## src/core/jkd_pkg.sv

```systemverilog
// Package: shared types and constants for the steered toggle element
package jkd_pkg;

  // ****************************************
  // Reset values
  // ****************************************
  localparam logic JKD_STATE_RST = 1'h0;
  localparam logic JKD_CLK_RST = 1'h0;

  // ****************************************
  // Direct-input mode encoding (one-hot)
  // ****************************************
  typedef enum logic [3:0] {
    JKD_DIR_IDLE = 4'h1,
    JKD_DIR_SET = 4'h2,
    JKD_DIR_CLR = 4'h4,
    JKD_DIR_BOTH = 4'h8
  } jkd_dir_e;

  // Steering pair sampled at the falling clock edge
  typedef struct packed {
    logic steer_a;
    logic steer_b;
  } jkd_steer_s;

  // Direct force pair
  typedef struct packed {
    logic force_set;
    logic force_clr;
  } jkd_direct_s;

endpackage

```

## src/core/jkd_flop.sv

```systemverilog
// Module: steered toggle storage element with optional direct set and clear
`timescale 1ns/1ps
`default_nettype none
// Summary of operation
// RULE1: State samples steering and updates only at the falling element-clock transition.
// RULE2: Prior state for the next-state function is the true output before that edge.
// RULE3: Driver keeps both direct inputs low whenever clocked operation is intended.
// RULE4: Driver holds the element clock steady while direct inputs force the state.
// RULE5: After one direct input releases, the forced state is kept.
// RULE6: Both direct inputs falling together leaves an unpredictable state.
// RULE7: Direct inputs exist only when HAS_DIRECT is set; clocked behaviour always same.
// RULE8: Direct set gives 1/0, clear gives 0/1, both give 0/0, without the clock.
// RULE9: Edge: both high hold, a only set, b only clear, both low toggle.
// RULE10: Complement is inverse of true output, except both low under double force.
module jkd_flop #(
  parameter bit HAS_DIRECT = 1'b1
) (
  // System
  input wire logic clk_sys,
  input wire logic sys_rst,
  // Element clock and steering
  input wire logic elem_clk,
  input wire jkd_pkg::jkd_steer_s steer,
  // Direct force inputs
  input wire jkd_pkg::jkd_direct_s direct,
  // Outputs
  output logic q_true,
  output logic q_comp
);

  // ****************************************
  // Edge detect and direct-mode decode
  // ****************************************
  logic clk_prev_r;
  logic clk_prev_nxt;
  logic state_r;
  logic state_nxt;
  logic q_true_nxt;
  logic q_comp_nxt;
  jkd_pkg::jkd_dir_e dir_mode;
  jkd_pkg::jkd_dir_e dir_prev_r;
  jkd_pkg::jkd_dir_e dir_prev_nxt;
  logic fall_edge;

  function automatic jkd_pkg::jkd_dir_e decode_dir(input jkd_pkg::jkd_direct_s d);
    if (!HAS_DIRECT) begin // RULE7
      return jkd_pkg::JKD_DIR_IDLE;
    end
    case ({d.force_set, d.force_clr})
      2'h2: return jkd_pkg::JKD_DIR_SET;
      2'h1: return jkd_pkg::JKD_DIR_CLR;
      2'h3: return jkd_pkg::JKD_DIR_BOTH;
      default: return jkd_pkg::JKD_DIR_IDLE;
    endcase
  endfunction

  // Element clock is a plain input sampled on clk_sys; a fall is seen at the first clk_sys edge that samples it low
  assign fall_edge = clk_prev_r & ~elem_clk; // RULE1
  assign dir_mode = decode_dir(direct);

  // ****************************************
  // Next state
  // ****************************************
  always_comb begin
    clk_prev_nxt = elem_clk;
    dir_prev_nxt = dir_mode;
    state_nxt = state_r;
    case (dir_mode)
      jkd_pkg::JKD_DIR_SET: begin
        state_nxt = 1'h1; // RULE8
      end
      jkd_pkg::JKD_DIR_CLR: begin
        state_nxt = 1'h0; // RULE8
      end
      jkd_pkg::JKD_DIR_BOTH: begin
        state_nxt = 1'h0; // RULE8
      end
      jkd_pkg::JKD_DIR_IDLE: begin
        // Double release: unpredictable in silicon; we resolve to the held 0
        if (dir_prev_r == jkd_pkg::JKD_DIR_BOTH) begin
          state_nxt = state_r; // RULE6
        end else if (fall_edge) begin // RULE1
          case ({steer.steer_a, steer.steer_b}) // RULE9
            2'h3: state_nxt = state_r;
            2'h2: state_nxt = 1'h1;
            2'h1: state_nxt = 1'h0;
            default: state_nxt = ~q_true; // RULE2
          endcase
        end else begin
          state_nxt = state_r; // RULE5
        end
      end
      default: begin
        state_nxt = state_r;
      end
    endcase
    q_true_nxt = state_nxt;
    q_comp_nxt = (dir_mode == jkd_pkg::JKD_DIR_BOTH) ? 1'h0 : ~state_nxt; // RULE10
  end

  // ****************************************
  // Registers
  // ****************************************
  always_ff @(posedge clk_sys) begin
    if (sys_rst) begin
      clk_prev_r <= jkd_pkg::JKD_CLK_RST;
      dir_prev_r <= jkd_pkg::JKD_DIR_IDLE;
      state_r <= jkd_pkg::JKD_STATE_RST;
      q_true <= jkd_pkg::JKD_STATE_RST;
      q_comp <= ~jkd_pkg::JKD_STATE_RST;
    end else begin
      clk_prev_r <= clk_prev_nxt;
      dir_prev_r <= dir_prev_nxt;
      state_r <= state_nxt;
      q_true <= q_true_nxt;
      q_comp <= q_comp_nxt;
    end
  end

endmodule
`default_nettype wire

```

## config.mk

```make
export PLATFORM = sky130hd
export DESIGN_NAME = jkd_flop
export DESIGN_NICKNAME = d
export VERILOG_FILES = /design/src/core/jkd_pkg.sv /design/src/core/jkd_flop.sv
export SDC_FILE = /design/constraint.sdc
export NUM_CORES = 1
export LEC_CHECK = 0
export BUFFER_PORTS_ARGS = -buffer_cell sky130_fd_sc_hd__buf_2
export CAP_MARGIN = 20
export CORE_AREA = 2 2 39 41
export DETAILED_ROUTE_END_ITERATION = 16
export DIE_AREA = 0 0 41 43
export SKIP_CTS_REPAIR_TIMING = 1
export SLEW_MARGIN = 20
export SYNTH_ARGS = -nofsm -noshare
export SYNTH_HDL_FRONTEND = slang
export SYNTH_SLANG_ARGS = --single-unit
```

## constraint.sdc

```tcl
create_clock -name clk_sys -period 1.25 [get_ports clk_sys]
set_input_delay 0.0625 -clock clk_sys [delete_from_list [all_inputs] [get_ports clk_sys]]
set_output_delay 0.0625 -clock clk_sys [all_outputs]
set_load 0.05 [all_outputs]
```

* After elaboration in Yosys (flattened, before gate mapping) *
Index checks and enable logic that the tools add are counted.
W data, S select, Z words.

word-level totals
  bits of input ports = 7
  register bits = 7
  logic and storage cells = 26
  output and inout bits = 2

operators by class
  equal/unequal tests = 11
  mux-type cells = 6
  bitwise gates (word level) = 4
  reduce and logical (&&, ||, !) cells = 1

operators by type and width
  kind                  count
  $pmux W4 S3           1
  $eq A2 B2 Y1 const B  4
  $eq A4 B4 Y1 const B  2
  $pmux W1 S3           2
  $eq A2 B1 Y1 const B  2
  $eq A4 B1 Y1 const B  1
  $eq A4 B2 Y1 const B  1
  $eq A4 B3 Y1 const B  1
  $mux W1               3
  $not A1 Y1            3
  $reduce_or A2 Y1      1
  $and A1 B1 Y1         1

* Logic depth before layout (Yosys ltp) *
Gate-level depths: netlist of the first run.

  word-level depth = 7
  mapped depth = 3
  gate-level depth less buffers = 3

* Worst setup path before layout of the first run *
OpenSTA, ideal clock, no wires.

  kind = reg2reg
  from = reg state_r
  to = reg state_r
  stages on the path, launching flop included = 4
  data required time = 1134 ps
  setup time = 116 ps
  setup slack = -29 ps
  arrival time = 1164 ps
  clock period less this slack = 1279 ps
  buffers on the path = 0
  path through = dfxtp_1 > nor4b_1 > a211o_1 > a31o_1

between the ends
  word-level cells in the longest chain between the ends = 5

RTL lines
  what                    RTL line         text
  start, declared         jkd_flop.sv:36   logic state_r;
  start signal, assigned  jkd_flop.sv:108  state_r <= jkd_pkg::JKD_STATE_RST;
  start signal, assigned  jkd_flop.sv:114  state_r <= state_nxt;
  $not A1 Y1              --
  $pmux W1 S3             jkd_flop.sv:83   case ({steer.steer_a, steer.steer_b})
  $mux W1                 jkd_flop.sv:82   end else if (fall_edge) begin
  $mux W1                 jkd_flop.sv:80   if (dir_prev_r == jkd_pkg::JKD_DIR_BOTH) begin
  $pmux W1 S3 *           jkd_flop.sv:68   case (dir_mode)

Every way passes the cells marked *; elsewhere a longest branch is shown, timed or not.
A chain may end at the register's enable or synchronous reset.

* Worst setup path after layout of the first run *
  from = reg dir_prev_r[0]
  to = reg state_r

between the ends
  word-level cells in the longest chain between the ends = 3

RTL lines
  what                    RTL line         text
  start, declared         jkd_flop.sv:41   jkd_pkg::jkd_dir_e dir_prev_r;
  start signal, assigned  jkd_flop.sv:107  dir_prev_r <= jkd_pkg::JKD_DIR_IDLE;
  start signal, assigned  jkd_flop.sv:113  dir_prev_r <= dir_prev_nxt;
  $eq A4 B4 Y1            jkd_flop.sv:80
  $mux W1                 jkd_flop.sv:80
  $pmux W1 S3             jkd_flop.sv:68

No other way between the ends.

==> results.md, run 1 <==
- Post-Synth Simple-Gate Area: 0.290
- Drt first-iter violations: 6
- First-pass GRT wire length: 772 µm
- Max-slew violation count: 0
- Syn_area_per_cell: 11.5 µm²
- Residual DRC: 0
- Number of global-route vias before repair: 211
- I/O pin cnt: 9
- Die area: 1760 µm²
- Worst Tran Pin Value: 0.272 ns
- Largest net degree at the start of global routing: 6
- R2R depth: 3
- Worst VDD drop: 0.000447 V
- Hold wc startpoint: sys_rst
- Die height: 43 µm
- Inst Count DP: 46
- Final min period: 1.21 ns
- Post-route ant nets: 0
- CTS tree: yes
- Yosys reg bits: 7
- Arrival time at the worst endpoint: 1.34 ns
- Critical Path Sink Type: flip-flop
- Unrepaired setup endpoints after global routing: yes
- GR Layer Usage met2: 0.0781
- Total design power: 0.501 mW
- Worst hold path class: input port to flip-flop
- Crit path kind: flip-flop to flip-flop
- Crit. Startpoint: dir_prev_r[0]
- Endpoints failing setup: 0
- Fill cells: 157
- Final core occ: 0.256
- Worst r2r src: dir_prev_r[0]
- Total vias in the final route: 191
- Max-cap check violation count: 0
- Site Rows: 14
- CP Data Required Time: 1.39 ns
- Nets@finish: 43
- Met3 Track Usage GR: 0.0471
- Synth Area in Adders: 0
- CTS root buf: clkbuf_4
- Clock sinks: 7
- Period utilization: 0.964
- Final Hold Slack: 0.0208 ns
- Number of CTS-inserted buffers: 3
- Syn Nets: 28
- GRT met1 Usage: 0.0844
- Mux cell area share after synthesis: 0
- Synth Area in Compound Gates: 0.130
- CTS clock-pin slew for the worst setup and hold paths: 0.05 ns
- Syn Inst Count: 21
- Hold Vio Cnt, Final: 0
- CP Launch Type: flip-flop
- Avg WL per Cell: 8.80 µm
- Finished Layout Cells: 51
- Hold Path Cell Cnt: 2
- Cell area after synthesis: 241 µm²
- Clk buf depth: 2
- IO buf count: 8
- Via density per instance: 3.75
- Share of cells above drive strength 1: 0.429
- Post-synthesis xor/xnor area fraction: 0
- Leak: 0.149 nW
- First-pass DRT Iterations: 2
- Max frequency: 830 MHz
- Initial antenna violation count: 0
- Diode count: 0
- Sequential share of the synthesized area: 0.580
- Yosys cell types: 12
- Die W: 41 µm
- Largest fanout on the critical path: 2
- Clock Latency Late Sink: 0.24 ns
- Run status: finished clean
- Starting Density: 0.175
- Clock Skew: 0.00225 ns
- Pwr/cell area: 1420 nW/µm²
- Total GRT Usage: 0.0695
- GR peak layer: met1
- H-tree depth: 1
- Placeable core region: 1380 µm²
- Synth warn: 0
- Global route total overflow: 0
- Largest family of logic cells by synthesized area: simple AND/OR/NAND/NOR gates
- Wirelength, routed: 449 µm
- Area added between synthesis and finish: 46.6%
- Routability cong.: 0.669
- Slew Limit Headroom: 0.816
## synth_stat cells
cell      number  area share
a211o_1        1       0.036
a31o_1         1       0.036
a31oi_1        1       0.026
and2_1         1       0.026
dfxtp_1        7        0.58
nor2_1         1       0.016
nor2b_1        3       0.078
nor3b_1        1       0.031
nor4b_1        2       0.073
o21bai_1       1       0.031
or2b_1         1       0.031
or3b_1         1       0.036
## per-layer routing
metal | up-vias | wire, µm
met2 | 8 | 165
met4 | 0 | 0
met5 | - | 0
met3 | 0 | 34
li1 | 107 | -
met1 | 76 | 248
## worst max-delay path: stages (launching register included)
cell and delay [ns]:
dfxtp_1 0.30, nor4b_2 0.30, or2b_1 0.28, a31o_1 0.22
## cell families (layout without fill, tap and decap cells)
family / count (synthesis) / in the layout
simple gates: 10 / 10
flops: 7 / 7
compound gates: 4 / 4
buf+inv: 0 / 14
## cell usage in the layout (no fill, tap or decap), drive strengths merged, types with 2 or more instances in the layout
| cell | count |
|---|---|
| nor2b | 3 |
| dfxtp | 7 |
| clkbuf | 4 |
| buf | 9 |
| nor4b | 2 |
## state kept, by name (all words and copies together) (netlist names)
name and cells:
q_comp 1, dir_prev_r 4, state_r 1, clk_prev_r 1
## report_power, final
part | internal, mW | total, mW | switching [mW]
Clock | 0.122 | 0.200 | 0.0788
Combinational | 0.0254 | 0.0587 | 0.0333
Sequential | 0.237 | 0.243 | 0.00550
Total | 0.384 | 0.501 | 0.118
## area by class of cell
cell class | count | area (µm²) | share of cell area
clock buffer | 4 | 26.3 | 0.0742
multi-input combinational | 14 | 108 | 0.304
sequential | 7 | 143 | 0.403
tap | 16 | 20.0 | 0.0565
timing repair buffer | 10 | 57.6 | 0.163
## final timing paths
path                              endpoint  slack, ns
worst min register to register      q_comp       0.61
worst max-delay path               state_r       0.04
worst max register to register     state_r       0.04
worst min-delay path            clk_prev_r       0.02
## metrics by stage
step	area (µm²)	setup slack, ns	TNS [ns]
6_report	354	0.0445	0
5_1_grt	354	-0.00691	-0.00691
4_1_cts	337	-0.0239	-0.0239
3_5_place_dp	310	-0.00527	-0.00527
3_3_place_gp	310	0.0180	0
2_1_floorplan	243	0.0502	0
No activity file was read; power rests on OpenSTA's default activity.
==> run 2: changes to the inputs <==
==> constraint.sdc (replaced) <==
create_clock -name clk_sys -period 1.25 [get_ports clk_sys]
set_input_delay 0.25 -clock clk_sys [delete_from_list [all_inputs] [get_ports clk_sys]]
set_output_delay 0.25 -clock clk_sys [all_outputs]
set_load 0.05 [all_outputs]
==> run 2 against run 1 <==
Compared with the run above: die area did not move; clock power fell by 2%; critical path depth did not move; cell count did not move; count of clock-buffer cells in the layout did not move; critical endpoint unchanged; total power fell by 0.88%; register-to-register slack got worse by 0.02 ns; wire length fell by 6.9%; non-clock buffer count did not move; flip-flop and latch count did not move.
==> results.md, run 2 (synthesis results as in run 1) <==
- Run status: finished clean
- Worst-path cell chain: or3b_1, a211o_1, a31o_1
- Slew Limit Headroom: 0.821
- Global route total overflow: 0
- Total vias in the final route: 197
- IO buf count: 8
- Critical Path Sink Type: flip-flop
- Largest net degree at the start of global routing: 6
- Clock sinks: 7
- First-pass GRT wire length: 731 µm
- Max stage delay on crit path: 0.35 ns
- CP Launch Type: flip-flop
- First-pass DRT Iterations: 2
- Clock Skew: 0.00759 ns
- Pwr/cell area: 1410 nW/µm²
- Endpoints failing setup: 0
- Max-cap check violation count: 0
- Hpwl dp: 331 µm
- Total design power: 0.497 mW
- Share of cells above drive strength 1: 0.457
- CTS tree: yes
- Clock Latency Late Sink: 0.24 ns
- Worst Tran Pin Value: 0.264 ns
- Setup TNS: 0 ns
- Placeable core region: 1380 µm²
- Unrepaired setup endpoints after global routing: yes
- Die height: 43 µm
- Total GRT Usage: 0.0653
- Initial antenna violation count: 0
- Largest fanout on the critical path: 2
- Max frequency: 815 MHz
- Residual DRC: 0
- Final min period: 1.23 ns
- Avg WL per Cell: 8.20 µm
- CTS root buf: clkbuf_4
- Logic pwr share: 0.118
- Number of CTS-inserted buffers: 3
- H-tree depth: 1
- Wirelength, routed: 418 µm
- Max-slew violation count: 0
- I/O pin cnt: 9
- Nets@finish: 43
- CP Data Required Time: 1.39 ns
- Starting Density: 0.175
- Switching pwr: 0.113 mW
- Final core occ: 0.254
- Clock Power Share: 0.395
- Die area: 1760 µm²
- Die W: 41 µm
- Crit path kind: flip-flop to flip-flop
- Reg with most FFs: dir_prev_r
- Period utilization: 0.982
- Area added between synthesis and finish: 45.6%
- Internal: 0.384 mW
- Hold Vio Cnt, Final: 0
- Diode count: 0
- Worst VDD drop: 0.000594 V
- Most frequent cells in the layout: 8 x buf_2, 5 x dfxtp_1, 3 x nor2b_1, 3 x clkbuf_4
- Number of global-route vias before repair: 190
- Crit-path slowest cell: or3b_1
- Drt first-iter violations: 2
- Sw Share: 0.228
- Fill cells: 150
- Worst hold path class: input port to flip-flop
- Max reg flops: 4
- Clk buf depth: 2
- Arrival time at the worst endpoint: 1.36 ns
- Leak: 0.150 nW
- Most common cell after layout, fill and taps aside: buf_2
- Via density per instance: 3.86
- CTS clock-pin slew for the worst setup and hold paths: 0.05 ns
- Site Rows: 14
- Routability cong.: 0.649
- Post-route ant nets: 0
- Sequential share of power: 0.487
==> run 2: worst paths after layout <==
check	start	endpoint	slack, ns	cells past startpoint
worst min register to register	state_r	q_comp	0.60	2
worst min-delay path	direct[1]	dir_prev_r[2]	0.20	2
worst max-delay path	clk_prev_r	state_r	0.02	3
worst max register to register	clk_prev_r	state_r	0.02	3
==> run 2: stage by stage <==
step / worst slack (ns) / std cells / hold slack, ns / cell area (µm²)
after floorplan: 0.0502 / 21 / 0.322 / 243
after global placement: -0.0783 / 47 / 0.443 / 318
after detailed placement: -0.0747 / 47 / 0.449 / 318
after CTS: -0.0479 / 51 / 0.196 / 344
after global routing: -0.0321 / 51 / 0.211 / 352
final: 0.0223 / 51 / 0.203 / 352
==> run 2: power by group through the flow <==
stage | Sequential [mW] | Clock (mW) | Combinational, mW
2_1_floorplan | 0.262 | 0 | 0.0176
3_3_place_gp | 0.246 | 0 | 0.0579
3_5_place_dp | 0.246 | 0 | 0.0582
4_1_cts | 0.241 | 0.205 | 0.0584
5_1_grt | 0.243 | 0.216 | 0.0650
6_report | 0.242 | 0.196 | 0.0586
==> run 2: worst max-delay path: cells and delay by family, from the launching register on <==
family           cells  cell delay (ns)
AO/OA/AOI/OAI        2             0.45
flip-flops           1             0.32
AND/OR/NAND/NOR      1             0.35
==> run 2: area by class of cell <==
type                    instances  area, µm²  share of cell area
clock buffers                   4       26.3              0.0747
multi-input cells              14        108               0.306
flip-flops and latches          7        143               0.406
well taps                      16       20.0              0.0569
repair buffers                 10       55.1               0.157
==> run 2: per-layer routing <==
metal	track usage	share of wire
met1	0.0839	0.49
met2	0.0750	0.45
met3	0.0157	0.065
met4	0.0800	0
met5	0	0
==> run 3: changes to the inputs <==
--- a/config.mk
+++ b/config.mk
@@ -5,6 +5,7 @@
 export SDC_FILE = /design/constraint.sdc
 export NUM_CORES = 1
 export LEC_CHECK = 0
+export ABC_AREA = 1
 export BUFFER_PORTS_ARGS = -buffer_cell sky130_fd_sc_hd__buf_2
 export CAP_MARGIN = 20
 export CORE_AREA = 2 2 39 41
==> run 3 against run 2 <==
Compared with the run above: via count rose by 21%; highest routed layer unchanged; design area rose by 2.1%; count of clock-buffer cells in the layout did not move; setup slack improved by 0.075 ns; sequential power barely moved; synthesized area rose by 13%; total power rose by 2.3%.
==> results.md, run 3 <==
- Total design power: 0.508 mW
- First-pass DRT Iterations: 4
- Reg area: 140 µm²
- Clk buf depth: 2
- Post-synth EDFFs: 0
- Diode count: 0
- Nets@finish: 55
- Starting Density: 0.197
- Max-slew violation count: 0
- CP Launch Type: flip-flop
- Clock Skew: 0.000885 ns
- Area added between synthesis and finish: 31.7%
- Syn_area_per_cell: 7.79 µm²
- Avg WL per Cell: 6.68 µm
- Global route total overflow: 0
- Worst path depth: 1
- Worst-path cell chain: buf_2
- Residual DRC: 0
- Slew Limit Headroom: 0.836
- Max stage delay on crit path: 0.37 ns
- Routability cong.: 0.650
- Worst Path Buf+Inv: 1
- Leak: 0.180 nW
- Most frequent cells after synthesis: 7 x dfxtp_1, 7 x inv_1, 5 x nand2_1, 5 x nor2_1, 4 x nand3_1
- Share of cells above drive strength 1: 0.340
- Worst Tran Pin Value: 0.248 ns
- Die W: 41 µm
- Worst VDD drop: 0.000474 V
- CP Data Required Time: 1.00 ns
- Hold Vio Cnt, Final: 0
- Critical path's top delay family: flip-flops
- Hold Path Cell Cnt: 2
- Critical Path Sink Type: output pin
- Clock sinks: 7
- CTS root buf: clkbuf_4
- Final min period: 1.15 ns
- Wirelength, routed: 421 µm
- Inst Count DP: 59
- Arrival time at the worst endpoint: 0.90 ns
- Crit path kind: flip-flop to output pin
- IO buf count: 8
- Site Rows: 14
- Endpoints failing setup: 0
- Yosys cell types: 12
- Ys async rst share: 0
- Drt first-iter violations: 5
- Syn Nets: 42
- Syn Inst Count: 35
- Cell area after synthesis: 273 µm²
- CTS tree: yes
- CTS clock-pin slew for the worst setup and hold paths: 0.05 ns
- Unrepaired setup endpoints after global routing: no
- I/O pin cnt: 9
- Pwr/cell area: 1420 nW/µm²
- Ranking of synthesized cells by area: dfxtp_1 51%, inv_1 9.6%, nand3_1 7.3%
- Period utilization: 0.922
- Crit-path slowest cell: dfxtp_1
- Finished Layout Cells: 63
- Via density per instance: 3.78
- Post-route ant nets: 0
- Setup TNS: 0 ns
- First-pass GRT wire length: 703 µm
- Largest fanout on the critical path: 4
- Max-cap check violation count: 0
- Die height: 43 µm
- Placeable core region: 1380 µm²
- Most common cell after layout, fill and taps aside: buf_2
- Yosys reg bits: 7
- Hpwl dp: 338 µm
- Fill cells: 157
- Initial antenna violation count: 0
- Max reg flops: 4
- Sequential share of the synthesized area: 0.514
- Yosys top cell by area: dfxtp_1
- Number of CTS-inserted buffers: 3
- Run status: finished clean
- Reg with most FFs: dir_prev_r
- Most frequent cells in the layout: 8 x buf_2, 7 x inv_1, 7 x dfxtp_1
- H-tree depth: 1
- Top FF cell, synth: dfxtp_1
- R2R depth: 5
- Total GRT Usage: 0.0674
- Total vias in the final route: 238
- Multi-input gate area: 103 µm²
- Synth warn: 0
- Synth top area share: 0.514
- Clock Latency Late Sink: 0.24 ns
- Worst hold path class: input port to flip-flop
- Max frequency: 868 MHz
- Largest net degree at the start of global routing: 6
- Die area: 1760 µm²
- Number of global-route vias before repair: 196
-- run 3: changes by cell type after synthesis, moves of 2 or more --
| cell | delta |
|---|---|
| nor2_1 | +4 |
| nand2_1 | +5 |
| nor4b_1 | -2 |
| inv_1 | +7 |
| nor2b_1 | -3 |
| nand3_1 | +4 |
-- run 3: final cells by class --
cell class / count / area share
well taps: 16 / 0.0557
flip-flops and latches: 7 / 0.390
inverters: 8 / 0.0836
clock buffers: 4 / 0.0732
multi-input cells: 20 / 0.286
repair buffers: 8 / 0.111
-- run 3: power by group --
part	switching, mW	internal, mW	total, mW
clock	0.0801	0.122	0.202
combinational	0.0426	0.0218	0.0645
sequential	0.00601	0.236	0.242
total	0.129	0.380	0.508
-- run 3: final timing paths --
path	endpoint	slack, ns	start
hold reg to reg	q_comp	0.61	clk_prev_r
setup reg to reg	state_r	0.39	state_r
hold / removal	dir_prev_r[2]	0.19	direct[1]
setup / recovery	q_true	0.1	state_r
-- run 3: stage by stage --
step	utilization	worst slack [ns]	hold slack (ns)	instance area, µm²
floorplan	-	0.100	0.322	273
global placement	0.241	0.348	0.444	333
detailed placement	0.241	0.346	0.442	333
CTS	0.259	0.0891	0.179	359
global route	0.259	0.0728	0.183	359
finish	0.259	0.0977	0.188	359
-- run 3: cell families after synthesis --
| group | count (synthesis) | synth area share |
|---|---|---|
| simple gates | 17 | 0.294 |
| buf+inv | 8 | 0.110 |
| flops | 7 | 0.514 |
| compound gates | 3 | 0.0826 |
-- run 3: per-layer routing --
metal | track usage | share of wire | routed length [µm] | vias to the layer above
met2 | 0.0719 | 0.38 | 161 | 10
li1 | - | - | - | 129
met4 | 0.0600 | 0 | 0 | 0
met3 | 0.0628 | 0.12 | 51 | 0
met1 | 0.0744 | 0.49 | 207 | 99
met5 | 0 | 0 | 0 | -
